==> src/hw/acd_pkg.sv <==
// package of the command class decoder: register map, field positions, classes and reset values
// assumes an 8-bit register port with byte-wide data and a 4-bit address
`default_nettype none
package acd_pkg;
  // register offsets
  localparam logic [3:0] ACD_REG_DATA = 4'h0;
  localparam logic [3:0] ACD_REG_ERR_FEAT = 4'h1;
  localparam logic [3:0] ACD_REG_SECCNT = 4'h2;
  localparam logic [3:0] ACD_REG_LBA_LO = 4'h3;
  localparam logic [3:0] ACD_REG_LBA_MID = 4'h4;
  localparam logic [3:0] ACD_REG_LBA_HI = 4'h5;
  localparam logic [3:0] ACD_REG_DEVICE = 4'h6;
  localparam logic [3:0] ACD_REG_STAT_CMD = 4'h7;
  localparam logic [3:0] ACD_REG_INT_STAT = 4'h8;
  localparam logic [3:0] ACD_REG_INT_MASK = 4'h9;
  localparam logic [3:0] ACD_REG_CTRL = 4'hA;
  // status byte fields
  localparam int ACD_ST_ERR = 0;
  localparam int ACD_ST_DRQ = 3;
  localparam int ACD_ST_RDY = 6;
  localparam int ACD_ST_BSY = 7;
  // error byte field and device register fields
  localparam int ACD_ER_ABT = 2;
  localparam int ACD_DEV_LBA = 6;
  localparam logic [7:0] ACD_ERR_ABORT = 8'h04;
  localparam logic [7:0] ACD_DEV_RST = 8'h00;
  // control register field
  localparam int ACD_CTRL_LONG = 0;
  // interrupt status / mask fields
  localparam int ACD_INT_DONE = 0;
  localparam int ACD_INT_ERR = 1;
  localparam int ACD_INT_DRQ = 2;
  localparam int ACD_INT_W = 3;
  localparam logic [2:0] ACD_INT_MASK_RST = 3'h7;
  // protocol classes
  localparam logic [2:0] ACD_CLS_NONE = 3'h0;
  localparam logic [2:0] ACD_CLS_DIN = 3'h1;
  localparam logic [2:0] ACD_CLS_DOUT = 3'h2;
  localparam logic [2:0] ACD_CLS_ND = 3'h3;
  localparam logic [2:0] ACD_CLS_DMA = 3'h4;
  localparam logic [2:0] ACD_CLS_FPDMA = 3'h5;
  // sector sizing; a sector count of zero means the largest count
  localparam int ACD_SECTOR_BYTES = 512;
  localparam int ACD_LONG_EXTRA = 4;
  localparam logic [8:0] ACD_SECT_MAX = 9'h100;
  typedef enum logic [1:0] {ACD_S_IDLE, ACD_S_DIN, ACD_S_DOUT, ACD_S_WAIT} acd_state_t;
endpackage
`default_nettype wire

==> src/hw/acd_dec_if.sv <==
// interface between the command front end and the opcode class decoder
// assumes the decoder is purely combinational
`default_nettype none
interface acd_dec_if;
  logic [7:0] opcode;
  logic [7:0] feature;
  logic [2:0] cls;
  logic vendor;
  modport dec (input opcode, input feature, output cls, output vendor);
  modport user (output opcode, output feature, input cls, input vendor);
endinterface
`default_nettype wire

==> src/hw/acd_class_decoder.sv <==
// opcode to protocol class decoder
// assumes opcode and subcommand feature are stable while the class is used
`default_nettype none
module acd_class_decoder
  import acd_pkg::*;
(
  acd_dec_if.dec dif
);
  always_comb begin
    dif.vendor = 1'b0;
    case (dif.opcode)
      8'hE5, 8'h98, 8'h90, 8'h91, 8'hE7, 8'hEA, 8'hEF: dif.cls = ACD_CLS_ND;
      8'hE3, 8'hE1, 8'h97, 8'h95: dif.cls = ACD_CLS_ND;
      8'hF8, 8'h27: dif.cls = ACD_CLS_ND;
      8'h40, 8'h41, 8'h42: dif.cls = ACD_CLS_ND;
      8'hF3, 8'hF5: dif.cls = ACD_CLS_ND;
      8'hF1, 8'hF2, 8'hF4, 8'hF6: dif.cls = ACD_CLS_DOUT;
      8'h92, 8'h50: dif.cls = ACD_CLS_DOUT;
      8'hEC, 8'hE4, 8'h2F, 8'hC4, 8'h29, 8'h20, 8'h21, 8'h24: dif.cls = ACD_CLS_DIN;
      8'hC8, 8'hC9, 8'h25: dif.cls = ACD_CLS_DMA;
      8'h60: dif.cls = ACD_CLS_FPDMA;
      8'hF7, 8'hF0: begin
        // vendor specific non-data commands
        dif.cls = ACD_CLS_ND;
        dif.vendor = 1'b1;
      end
      8'hB1: begin
        case (dif.feature)
          8'hC0, 8'hC1: dif.cls = ACD_CLS_ND;
          8'hC2: dif.cls = ACD_CLS_DIN;
          8'hC3: dif.cls = ACD_CLS_DOUT;
          default: dif.cls = ACD_CLS_NONE;
        endcase
      end
      default: dif.cls = ACD_CLS_NONE;
    endcase
  end
endmodule
`default_nettype wire

==> src/hw/ata_command_class_decoder.sv <==
// command protocol front end: task file registers, class sorting, status/error handshake
// assumes a one-cycle register port and a drive back end that answers with one-cycle pulses
`default_nettype none
module ata_command_class_decoder
  import acd_pkg::*;
#(
  parameter int SECTOR_BYTES = ACD_SECTOR_BYTES,
  parameter int LONG_EXTRA = ACD_LONG_EXTRA
) (
  input wire logic core_clk,
  input wire logic rst_n,
  input wire logic [3:0] reg_addr,
  input wire logic [7:0] reg_wdata,
  input wire logic reg_wr,
  input wire logic reg_rd,
  output logic [7:0] reg_rdata,
  output logic intrq,
  output logic be_cmd_start,
  output logic [7:0] be_opcode,
  output logic [2:0] be_class,
  output logic be_lba_mode,
  input wire logic be_sect_ok,
  input wire logic be_done,
  input wire logic be_param_bad,
  input wire logic be_err,
  input wire logic [7:0] be_err_code,
  input wire logic [27:0] be_fail_lba,
  input wire logic [15:0] be_fail_cyl,
  input wire logic [3:0] be_fail_head,
  input wire logic [7:0] be_fail_sect,
  input wire logic [7:0] be_rd_data,
  output logic be_rd_ready,
  output logic [7:0] be_wr_data,
  output logic be_wr_valid
);
  typedef struct packed {
    acd_state_t state;
    logic bsy;
    logic drq;
    logic err;
    logic [7:0] error;
    logic [7:0] feature;
    logic [7:0] seccnt;
    logic [7:0] lba_lo;
    logic [7:0] lba_mid;
    logic [7:0] lba_hi;
    logic [7:0] device;
    logic [7:0] opcode;
    logic [2:0] cls;
    logic lba_mode;
    logic [8:0] sect_left;
    logic [9:0] byte_cnt;
    logic [7:0] rdata;
    logic [ACD_INT_W-1:0] ist;
    logic [ACD_INT_W-1:0] imask;
    logic ctrl_long;
    logic start;
    logic [7:0] wr_data;
    logic wr_valid;
  } acd_regs_t;

  acd_regs_t r;
  acd_regs_t next_r;
  acd_dec_if dif ();
  logic cmd_acc;
  logic din_rd;
  logic dout_wr;
  logic [9:0] sec_last;
  logic active;
  logic [7:0] status;

  acd_class_decoder u_dec (
    .dif(dif.dec)
  );

  assign dif.opcode = reg_wdata;
  assign dif.feature = r.feature;
  // a command is taken only when idle, or when a failed data-in still shows its request
  assign cmd_acc = reg_wr && reg_addr == ACD_REG_STAT_CMD && !r.bsy && (!r.drq || r.err);
  assign din_rd = reg_rd && reg_addr == ACD_REG_DATA && r.state == ACD_S_DIN && r.drq;
  assign dout_wr = reg_wr && reg_addr == ACD_REG_DATA && r.state == ACD_S_DOUT && r.drq;
  assign sec_last = r.ctrl_long ? 10'(SECTOR_BYTES + LONG_EXTRA - 1) : 10'(SECTOR_BYTES - 1);
  assign active = r.state != ACD_S_IDLE;

  always_comb begin
    status = 8'h00;
    status[ACD_ST_BSY] = r.bsy;
    status[ACD_ST_RDY] = 1'b1;
    status[ACD_ST_DRQ] = r.drq;
    status[ACD_ST_ERR] = r.err;
  end

  always_comb begin
    next_r = r;
    next_r.start = 1'b0;
    next_r.wr_valid = 1'b0;
    next_r.rdata = 8'h00;
    // register reads
    if (reg_rd) begin
      if (reg_addr == ACD_REG_DATA) begin
        next_r.rdata = din_rd ? be_rd_data : 8'h00;
      end else if (reg_addr == ACD_REG_ERR_FEAT) begin
        next_r.rdata = r.error;
      end else if (reg_addr == ACD_REG_SECCNT) begin
        next_r.rdata = r.seccnt;
      end else if (reg_addr == ACD_REG_LBA_LO) begin
        next_r.rdata = r.lba_lo;
      end else if (reg_addr == ACD_REG_LBA_MID) begin
        next_r.rdata = r.lba_mid;
      end else if (reg_addr == ACD_REG_LBA_HI) begin
        next_r.rdata = r.lba_hi;
      end else if (reg_addr == ACD_REG_DEVICE) begin
        next_r.rdata = r.device;
      end else if (reg_addr == ACD_REG_STAT_CMD) begin
        next_r.rdata = status;
      end else if (reg_addr == ACD_REG_INT_STAT) begin
        next_r.rdata = {5'h00, r.ist};
        next_r.ist = '0;
      end else if (reg_addr == ACD_REG_INT_MASK) begin
        next_r.rdata = {5'h00, r.imask};
      end else if (reg_addr == ACD_REG_CTRL) begin
        next_r.rdata = {7'h00, r.ctrl_long};
      end
    end
    // register writes; the task file is frozen while busy
    if (reg_wr) begin
      if (reg_addr == ACD_REG_INT_MASK) begin
        next_r.imask = reg_wdata[ACD_INT_W-1:0];
      end else if (reg_addr == ACD_REG_CTRL) begin
        next_r.ctrl_long = reg_wdata[ACD_CTRL_LONG];
      end else if (!r.bsy) begin
        if (reg_addr == ACD_REG_ERR_FEAT) begin
          next_r.feature = reg_wdata;
        end else if (reg_addr == ACD_REG_SECCNT) begin
          next_r.seccnt = reg_wdata;
        end else if (reg_addr == ACD_REG_LBA_LO) begin
          next_r.lba_lo = reg_wdata;
        end else if (reg_addr == ACD_REG_LBA_MID) begin
          next_r.lba_mid = reg_wdata;
        end else if (reg_addr == ACD_REG_LBA_HI) begin
          next_r.lba_hi = reg_wdata;
        end else if (reg_addr == ACD_REG_DEVICE) begin
          next_r.device = reg_wdata;
        end
      end
    end
    // command issue
    if (cmd_acc) begin
      next_r.opcode = reg_wdata;
      next_r.lba_mode = r.device[ACD_DEV_LBA];
      next_r.cls = dif.cls;
      next_r.err = 1'b0;
      next_r.error = 8'h00;
      next_r.drq = 1'b0;
      next_r.byte_cnt = '0;
      next_r.sect_left = (r.seccnt == 8'h00) ? ACD_SECT_MAX : {1'b0, r.seccnt};
      if (dif.cls == ACD_CLS_NONE) begin
        next_r.state = ACD_S_IDLE;
        next_r.bsy = 1'b0;
        next_r.err = 1'b1;
        next_r.error = ACD_ERR_ABORT;
        next_r.ist[ACD_INT_ERR] = 1'b1;
      end else begin
        next_r.start = 1'b1;
        case (dif.cls)
          ACD_CLS_DIN: begin
            next_r.state = ACD_S_DIN;
            next_r.bsy = 1'b1;
          end
          ACD_CLS_DOUT: begin
            // first sector is requested at once
            next_r.state = ACD_S_DOUT;
            next_r.drq = 1'b1;
            next_r.bsy = 1'b0;
            next_r.ist[ACD_INT_DRQ] = 1'b1;
          end
          default: begin
            // non-data, DMA and queued DMA wait for the back end
            next_r.state = ACD_S_WAIT;
            next_r.bsy = 1'b1;
          end
        endcase
      end
    end else if (active && be_param_bad && r.state != ACD_S_WAIT) begin
      next_r.state = ACD_S_IDLE;
      next_r.bsy = 1'b0;
      next_r.drq = 1'b0;
      next_r.err = 1'b1;
      next_r.error = ACD_ERR_ABORT;
      next_r.ist[ACD_INT_ERR] = 1'b1;
    end else if (active && be_err) begin
      next_r.state = ACD_S_IDLE;
      next_r.bsy = 1'b0;
      next_r.err = 1'b1;
      next_r.error = be_err_code;
      next_r.drq = r.state == ACD_S_DIN;
      next_r.ist[ACD_INT_ERR] = 1'b1;
      if (r.lba_mode) begin
        next_r.lba_lo = be_fail_lba[7:0];
        next_r.lba_mid = be_fail_lba[15:8];
        next_r.lba_hi = be_fail_lba[23:16];
        next_r.device[3:0] = be_fail_lba[27:24];
      end else begin
        next_r.lba_lo = be_fail_sect;
        next_r.lba_mid = be_fail_cyl[7:0];
        next_r.lba_hi = be_fail_cyl[15:8];
        next_r.device[3:0] = be_fail_head;
      end
    end else begin
      case (r.state)
        ACD_S_DIN: begin
          if (r.bsy && be_sect_ok) begin
            // status goes up together with the data request
            next_r.bsy = 1'b0;
            next_r.drq = 1'b1;
            next_r.ist[ACD_INT_DRQ] = 1'b1;
          end else if (din_rd) begin
            next_r.byte_cnt = r.byte_cnt + 10'h001;
            if (r.byte_cnt == sec_last) begin
              next_r.byte_cnt = '0;
              next_r.drq = 1'b0;
              next_r.sect_left = r.sect_left - 9'h001;
              if (r.sect_left == 9'h001) begin
                next_r.state = ACD_S_IDLE;
                next_r.ist[ACD_INT_DONE] = 1'b1;
              end else begin
                next_r.bsy = 1'b1;
              end
            end
          end
        end
        ACD_S_DOUT: begin
          if (dout_wr) begin
            next_r.wr_data = reg_wdata;
            next_r.wr_valid = 1'b1;
            next_r.byte_cnt = r.byte_cnt + 10'h001;
            if (r.byte_cnt == sec_last) begin
              next_r.byte_cnt = '0;
              next_r.drq = 1'b0;
              next_r.bsy = 1'b1;
            end
          end else if (r.bsy && be_sect_ok) begin
            next_r.bsy = 1'b0;
            next_r.sect_left = r.sect_left - 9'h001;
            if (r.sect_left == 9'h001) begin
              next_r.state = ACD_S_IDLE;
              next_r.ist[ACD_INT_DONE] = 1'b1;
            end else begin
              next_r.drq = 1'b1;
              next_r.ist[ACD_INT_DRQ] = 1'b1;
            end
          end
        end
        ACD_S_WAIT: begin
          if (be_done) begin
            next_r.state = ACD_S_IDLE;
            next_r.bsy = 1'b0;
            next_r.ist[ACD_INT_DONE] = 1'b1;
          end
        end
        default: begin
          next_r.state = ACD_S_IDLE;
        end
      endcase
    end
  end

  always_ff @(posedge core_clk) begin
    if (!rst_n) begin
      r <= '0;
      r.state <= ACD_S_IDLE;
      r.device <= ACD_DEV_RST;
      r.imask <= ACD_INT_MASK_RST;
    end else begin
      r <= next_r;
    end
  end

  assign reg_rdata = r.rdata;
  assign intrq = |(r.ist & r.imask);
  assign be_cmd_start = r.start;
  assign be_opcode = r.opcode;
  assign be_class = r.cls;
  assign be_lba_mode = r.lba_mode;
  assign be_rd_ready = din_rd;
  assign be_wr_data = r.wr_data;
  assign be_wr_valid = r.wr_valid;
endmodule
`default_nettype wire

==> config.mk <==
export PLATFORM = sky130hd
export DESIGN_NAME = ata_command_class_decoder
export DESIGN_NICKNAME = d
export VERILOG_FILES = /design/src/hw/acd_pkg.sv /design/src/hw/acd_dec_if.sv /design/src/hw/acd_class_decoder.sv /design/src/hw/ata_command_class_decoder.sv
export SDC_FILE = /design/constraint.sdc
export NUM_CORES = 1
export LEC_CHECK = 0
export BUFFER_PORTS_ARGS = -buffer_cell sky130_fd_sc_hd__buf_2
export CORE_UTILIZATION = 40
export DETAILED_ROUTE_END_ITERATION = 16
export GPL_TIMING_DRIVEN = 0
export SYNTH_ARGS = -nofsm -noshare
export SYNTH_HDL_FRONTEND = slang
export SYNTH_SLANG_ARGS = --single-unit
==> constraint.sdc <==
create_clock -name core_clk -period 3.04 [get_ports core_clk]
set_clock_uncertainty 0.15 [all_clocks]
set_input_delay 0 -clock core_clk [delete_from_list [all_inputs] [get_ports core_clk]]
set_output_delay 0 -clock core_clk [all_outputs]
set_load 0.005 [all_outputs]
# Word-level counts from Yosys, hierarchy flattened
# Cells that the tools add are included.
[word_totals]
reg_bits = 117
out_inout_bits = 32
word_cells = 276
[classes]
n_addsub = 2
n_eq_ne = 83
n_mux = 107
n_bitwise = 14
reduce_logical = 46
[op_table]
columns = ["operator", "count"]
rows = [
  ["8-bit == test (second input constant)", 31],
  ["32-bit two-way mux", 6],
  ["8-bit two-way mux", 16],
  ["24-bit two-way mux", 5],
  ["19-bit two-way mux", 6],
  ["8-bit by 6-bit == test with 1-bit output (second input constant)", 7],
  ["9-bit two-way mux", 5],
  ["8-bit by 7-bit == test with 1-bit output (second input constant)", 5],
  ["19-bit case mux with 2 select lines", 1],
  ["3-bit two-way mux", 12],
  ["4-bit two-way mux", 8],
  ["10-bit two-way mux", 3],
  ["1-bit two-way mux", 27],
  ["13-bit two-way mux", 2],
  ["6-bit AND reduction", 4],
  ["20-bit OR reduction", 1],
  ["3-bit case mux with 6 select lines", 1],
  ["4-bit by 3-bit == test with 1-bit output (second input constant)", 4],
  ["16-bit two-way mux", 1],
  ["5-bit inequality test (second input constant)", 3],
  ["2-bit two-way mux", 7],
  ["1-bit logical AND", 13],
  ["1-bit inverter", 13],
  ["4-bit == test (second input constant)", 3],
  ["other kinds (45)", 68],
]

# Logic depth before layout (Yosys ltp)
# Gate-level depths: netlist (run 1).
[depth]
word_depth = 19
mapped_depth = 9

# Modules after synthesis
# Synthesis (run 1) repeated with hierarchy kept, for this count alone.
[unflattened]
hier_cells = 837
area_unflattened_um2 = 6821.5
[modules_own_cells]
columns = ["module", "instances", "cells_per_inst", "area_per_inst_um2", "seq_area_each_um2"]
rows = [
  ["ata_command_class_decoder", 1, 761, 6328.6, 2342.2],
  ["acd_class_decoder", 1, 76, 493.0, 0.0],
]

# Least setup slack after synthesis (run 1)
# No wires, ideal clock.
[synth_timing]
kind = "register -> register"
start = "reg r[30] (netlist bit)"
end = "reg r[36] (netlist bit)"
setup_time_ns = 0.074
arrival_ns = 2.228
required_ns = 2.816
slack_ns = 0.587
stages_incl_launch_ff = 8
n_path_buf = 0
period_less_slack_ns = 2.453
path_cell_list = "dfxtp_1 -> or4_4 -> nor4_4 -> a41oi_4 -> o31ai_4 -> nor2_4 -> or3_1 -> a31oi_1"
[synth_between]
elab_chain_len = 3
[synth_lines]
columns = ["item", "line", "source"]
rows = [
  ["start, declared", "ata_command_class_decoder.sv:62", "acd_regs_t r;"],
  ["start signal, assigned", "ata_command_class_decoder.sv:275", "r <= next_r;"],
  ["10-bit == test", "ata_command_class_decoder.sv:219", "if (r.byte_cnt == sec_last) begin"],
  ["3-bit by 2-bit inequality test with 1-bit output (no line)", "n/a", ""],
  ["8-bit AND reduction (no line)", "n/a", ""],
]
# No other way between the ends.
# A chain may end at the register's enable or synchronous reset.

# Worst setup path in the final report (run 1)
[layout_timing]
start = "reg r[27] (netlist bit)"
end = "reg r[36] (netlist bit)"
# Same word-level chain as after synthesis.

==> results.md, run 1 <==
* Seq cells post-synth at 117
* TritonCTS Buffers at 17
* Max Freq at 353 MHz
* Num rows at 47
* Setup crit start kind: register
* Maximum VDD drop at 0.461 mV
* Crit Path Class: register to register
* Slowest stage cell, crit path: nor4_1
* Hold crit path type: input port to register
* Initial Utilization at 40.7%
* Required time of the critical path at 3.23 ns
* Most frequent cells in the layout: buf_2 (123), dfxtp_1 (117), nor2_1 (97)
* Part of the power in registers at 41.0%
* Largest net degree at the start of global routing at 17
* Die ar. at 0.0173 mm2
* CTS Root Buffer Type: clkbuf_16
* Avg Inst Size Synth at 8.02 um2
* Final hold vios at 0
* Comb power frac at 11.1%
* Pint at 2850 uW
* Port bufs at 122
* Fillers at 1535
* Clk pin slew, worst setup/hold paths at 0.05 ns
* Core area at 0.0165 mm2
* Max_cap viols at 0
* Wire per inst at 17.9 um
* CP peak stage delay at 0.61 ns
* Htree depth at 4
* Share of layout cells above drive strength 1 at 18.3%
* Max clock buf depth at 2
* DR pass1 iterations at 5
* Post-synth EDFFs at 0
* Area Overhead vs Synth at 34.5%
* Psw at 958 uW
* Routed WL at 23300 um
* Hold depth at 3
* Critical path endpoint category: register
* Sequential Area at 0.00234 mm2
* Worst-Skew Late Latency at 0.43 ns
* Final setup TNS at 0 ns
* Initial antenna violation count at 0
* Leak at 0.00369 uW
* CP Data Arrival Time at 3.02 ns
* First-pass GRT wire length at 36400 um
* Number of cells on the worst reg-to-reg path at 7
* GPL Wtd Cong at 0.946
* Die height at 132 um
* Slew @ Worst Pin at 0.855 ns
* Hpwl dp at 16000 um
* CTS tree: yes
* Tmin final at 2.83 ns
* Mapped cell area at 0.00673 mm2
* Tot Pwr at 3810 uW
* Asr flop ratio synth at 0%
* Global route total overflow at 0
* Final ANT Viol Nets at 0
* CP delay by family, top: simple AND/OR/NAND/NOR gates
* Number of remaining DRC errors at 0
* Cell count after synthesis at 839
* Switching Fraction at 25.1%
* Post-synthesis sequential area ratio at 34.8%
* Synthesized net count at 938
* Top FF cell, synth: dfxtp_1
* Max Fanout on Critical Path at 9
* Slew HR at 42.5%
* Die W at 132 um
* IO Pins at 124
* Gr usage total at 27.1%
* Fin crit share at 93.1%
* Avg Vias per Cell at 5.49
* Final slew viol count at 0
* Ys Warns at 0
* Crit-path cells: nand4_1, nor4_1, a41oi_4, o31ai_4, nor2_4, or3_1, a31oi_1
* Unique masters post-synth at 72
* Antenna cell count at 0
* Unrepaired setup endpoints after global routing: no
* Iteration-0 DRC Markers at 655
* Vias in the first global route at 6869
* WP depth at 7
* Final Net Count at 1169
* Multi-input logic area at 0.00391 mm2
* Total number of vias at 7148
* Status: complete, no violations
* Commonest non-fill, non-tap cell in the layout: buf_2
* Clock power frac at 47.9%
* Pwr/cell area at 421 mW/mm2
* Clock sink count at 117
* Final Setup Violations at 0
* Worst path bufs/invs at 0
## registers in the layout (all words and copies together) (netlist names)
signal / flops
r: 79
be_opcode: 8
be_wr_data: 8
dif.feature: 8
reg_rdata: 8
be_class: 3
be_cmd_start: 1
be_lba_mode: 1
be_wr_valid: 1
## kinds of logic after synthesis
| logic type | after synthesis | share of synthesized area [%] |
|---|---|---|
| AOI/OAI and AO/OA | 232 | 23.5 |
| DFF | 117 | 34.8 |
| muxes | 53 | 8.33 |
| buffers and inverters | 101 | 7.16 |
| adders and majority gates | 7 | 1.30 |
| and+or+nand+nor | 320 | 23.7 |
| xor gates and xnor gates | 9 | 1.17 |
## cell type report
cell class                      instances  area share [%]
Buffer                                 88            4.80
Inverter                               12           0.498
Multi-Input combinational cell        621            43.2
Timing Repair Buffer                  213            16.8
Clock inverter                          9           0.913
Clock buffer                           22            4.91
Tap cell                              220            3.04
Sequential cell                       117            25.9
## worst register-to-register path: stages, from the launching register on
cell	delay, ns
dfxtp_1	0.45
nand4_1	0.19
nor4_1	0.61
a41oi_4	0.14
o31ai_4	0.55
nor2_4	0.13
or3_1	0.36
a31oi_1	0.17
## power by group through the flow
stage               combinational [uW]  clock (uW)  sequential (uW)
floorplan                          189           0             1590
global placement                   334           0             1590
detailed placement                 332           0             1590
CTS                                408        1850             1560
global route                       454        1910             1560
finish                             423        1830             1560
## per-layer routing
metal / GRT usage, % / part of all wire, % / vias to the layer above
li1: - / - / 3464
met1: 34.2 / 44 / 3342
met2: 44.4 / 47 / 298
met3: 5.98 / 6.9 / 44
met4: 11.8 / 2.3 / 0
met5: 0 / 0 / -
## synth_stat cells, types with 11 or more instances
library cell / number / area share (%)
nand3_1: 19 / 1.4
a21oi_1: 74 / 5.5
nand2_1: 75 / 4.2
nor2b_1: 43 / 4.0
o21ai_0: 22 / 1.6
buf_4: 27 / 3.0
nand2b_1: 12 / 1.1
mux2i_1: 47 / 7.0
nor2_1: 97 / 5.4
buf_1: 11 / 0.61
clkbuf_1: 50 / 2.8
a211oi_1: 62 / 6.9
dfxtp_1: 117 / 35
inv_1: 11 / 0.61
a22oi_1: 13 / 1.5
nor3_1: 14 / 1.0
## final timing paths
kind | startpoint | endpoint | slack [ns]
setup / recovery | r[27] | r[36] | 0.21
hold / removal | reg_rd | reg_rdata[0] | 0.03
setup reg to reg | r[27] | r[36] | 0.21
hold reg to reg | be_wr_data[0] | be_wr_data[0] | 0.30
## metrics by stage
stage / util (%) / area (um2) / instances / setup slack, ns / hold slack (ns)
after floorplan: - / 6730 / 839 / 0.587 / -0.0147
after global placement: 46.1 / 7610 / 1181 / 0.233 / 0.0863
after detailed placement: 46.1 / 7610 / 1181 / 0.193 / 0.0846
after CTS: 54.7 / 9040 / 1302 / 0.0502 / 0.00723
after global routing: 54.8 / 9050 / 1302 / 0.0186 / 0.0482
final: 54.8 / 9050 / 1302 / 0.210 / 0.0336
## timing repair
item,CTS,global route
resized for setup,0,2
endpoints found under the setup margin,0,32
hold endpoints to repair,58,0
buffers inserted,0,1
hold buffers,90,0
Note: power is estimated with default switching activity, not from simulation.
==> run 2: changes to the inputs <==
--- a/config.mk
+++ b/config.mk
@@ -6,6 +6,7 @@
 export NUM_CORES = 1
 export LEC_CHECK = 0
 export BUFFER_PORTS_ARGS = -buffer_cell sky130_fd_sc_hd__buf_2
+export CORE_ASPECT_RATIO = 0.75
 export CORE_UTILIZATION = 40
 export DETAILED_ROUTE_END_ITERATION = 16
 export GPL_TIMING_DRIVEN = 0
==> run 2 against run 1 <==
  * Register-to-register slack is essentially flat
  * Design area increased by 1.7%
  * Combinational power up 3%
  * Sequential power barely moved
  * Die area about the same
  * Critical path depth up 2
  * Setup slack got worse by 0.052 ns
  * Clock power is 25% higher
  * Wire length increased by 4.4%
  * Largest cell class unchanged
  * Largest power group unchanged
==> results.md, run 2 (same netlist as run 1, synthesis figures left out) <==
* Routed WL at 24300 um (+4.4%)
* Status: complete, no violations
* Hpwl dp at 16800 um (+5.4%)
* R2r setup slk at 0.21 ns (about the same)
* IO Pins at 124 (unchanged)
* CP delay by family, top: buffers and inverters
* Pwr/cell area at 466 mW/mm2 (+11%)
* Hold depth at 5 (+2)
* Worst-Skew Late Latency at 0.42 ns (about the same)
* Iteration-0 DRC Markers at 662 (+1.1%)
* Slew HR at 43.5% (+1.0 points)
* Hold Crit Start: reg_wdata[0]
* Slowest stage cell, crit path: clkbuf_1
* Unrepaired setup endpoints after global routing: no
* Max Freq at 347 MHz (-1.8%)
* Max clock buf depth at 2 (unchanged)
* Vias in the first global route at 6714 (-2.3%)
* Htree depth at 4 (unchanged)
* Final Setup Violations at 0 (unchanged)
* Initial antenna violation count at 0 (unchanged)
* Number of remaining DRC errors at 0 (unchanged)
* Core area at 0.0162 mm2 (-1.9%)
* Commonest non-fill, non-tap cell in the layout: buf_2
* Largest net degree at the start of global routing at 17 (unchanged)
* Num rows at 40 (-15%)
* Number of cells on the worst reg-to-reg path at 7 (unchanged)
* GPL Wtd Cong at 0.967 (+2.3%)
* Total number of vias at 7180 (+0.45%)
* Most flop-heavy register: r
* Die height at 114 um (-13%)
* Share of layout cells above drive strength 1 at 19.1% (+0.80 points)
* Fin area at 0.00921 mm2 (+1.7%)
* Final slew viol count at 0 (unchanged)
* Final setup TNS at 0 ns (unchanged)
* FF-to-FF Start: r[30]
* Gr usage total at 28.9% (+1.8 points)
* CP peak stage delay at 0.64 ns (+0.03 ns)
* DP Area at 0.00760 mm2 (-0.16%)
* Clock sink count at 117 (unchanged)
* Post-CTS repair timing setup buffer count at 0 (unchanged)
* Required time of the critical path at 3.25 ns (+0.02 ns)
* Reg2reg end: r[36]
* Tmin final at 2.88 ns (+0.0524 ns)
* Wire per inst at 18.8 um (+4.9%)
* Crit-path cells: buf_2, clkbuf_1, nor4_1, a21oi_1, a2bb2oi_1, nand3b_1, or2_2, o22ai_1, dlygate4sd3_1
* Critical path endpoint category: register
* Slew @ Worst Pin at 0.848 ns (-0.00769 ns)
* Die W at 152 um (+15%)
* CP Data Arrival Time at 3.10 ns (+0.08 ns)
* Initial Utilization at 41.5% (+0.78 points)
* TritonCTS Buffers at 17 (unchanged)
* Worst path bufs/invs at 3 (+3)
* CTS Root Buffer Type: clkbuf_16
* Most frequent cells in the layout: buf_2 (123), dfxtp_1 (117), nor2_1 (97)
* Final ANT Viol Nets at 0 (unchanged)
* Crit Path Class: input port to register
* First-pass GRT wire length at 37400 um (+2.7%)
* Max reg flops at 79 (unchanged)
* Fin util at 56.8% (+2.0 points)
* Max_cap viols at 0 (unchanged)
* Hold crit path type: input port to register
* Tot Pwr at 4290 uW (+12%)
* Fin crit share at 94.8% (+1.7 points)
* Clk pin slew, worst setup/hold paths at 0.06 ns (about the same)
* CTS tree: yes
* Die ar. at 0.0173 mm2 (about the same)
* Leak at 0.00378 uW (+2.2%)
* Max Fanout on Critical Path at 10 (+1)
* Maximum VDD drop at 0.361 mV (-22%)
* Global route total overflow at 0 (unchanged)
* Setup crit start kind: input port
* Port bufs at 122 (unchanged)
* Hold_ws at 0.0696 ns (+0.0360 ns)
* Final Net Count at 1170 (+0.086%)
* Area Overhead vs Synth at 36.9%
* DR pass1 iterations at 7 (+2)
* Final hold vios at 0 (unchanged)
* Avg Vias per Cell at 5.54 (+0.99%)
* Hold endpoint: r[88]
[run 2: cell count changes in the layout (fill, tap and decap cells not counted), moves of 4 or more]
cell | before | now
bufinv_16 | 1 | 5
clkbuf_2 | 1 | 5
clkbuf_8 | 0 | 4
clkbuf_1 | 54 | 46
[run 2: per-layer routing]
metal	GRT usage (%)	up-vias	wire (um)
met5	0	-	0
met4	8.91	0	417
met3	8.37	29	2190
met2	42.6	326	10500
met1	40.5	3341	11300
li1	-	3484	-
[run 2: area by class of cell]
class                           count  area (um2)
Inverter                           12        45.0
Fill cell                        1550        7010
Sequential cell                   117        2340
Clock inverter                     11         195
Tap cell                          210         263
Multi-Input combinational cell    621        3910
Timing Repair Buffer              214        1530
Clock buffer                       21         480
Antenna cell                        1        2.50
Buffer                             88         439
[run 2: power by group]
part	total [uW]	leakage (uW)	internal [uW]	switching, uW
clock	2290	0.000322	1540	748
sequential	1560	0.000944	1550	12.4
combinational	435	0.00251	200	234
total	4290	0.00378	3290	995
[run 2: worst register-to-register path, stage by stage, from the launching register on]
cell and delay [ns]:
dfxtp_1 0.34, or4_4 0.55, nor4_4 0.23, a41oi_4 0.24, o31ai_4 0.58, nor2_4 0.12, or3_1 0.37, a31oi_1 0.17
[run 2: how the worst max path moves through the flow]
| stage | start | endpoint | cells past startpoint |
|---|---|---|---|
| floorplan | r[30] | r[36] | 7 |
| global placement | reg_wdata[1] | r[112] | 7 |
| detailed placement | reg_addr[0] | r[56] | 9 |
| CTS | reg_addr[0] | r[56] | 10 |
| global route | r[116] | be_wr_data[6] | 8 |
| finish | reg_wdata[4] | r[106] | 9 |
[run 2: what timing repair did]
item,in CTS,in global routing
gates resized for setup,0,9
endpoints found under the hold margin,58,0
hold buffers,92,0
endpoints found under the setup margin,0,38
[run 2: through the flow]
step | setup WS (ns) | std cells
after floorplan | 0.587 | 839
after global placement | 0.149 | 1171
after detailed placement | 0.142 | 1171
after CTS | 0.0264 | 1295
after global routing | 0.0583 | 1294
final | 0.158 | 1295
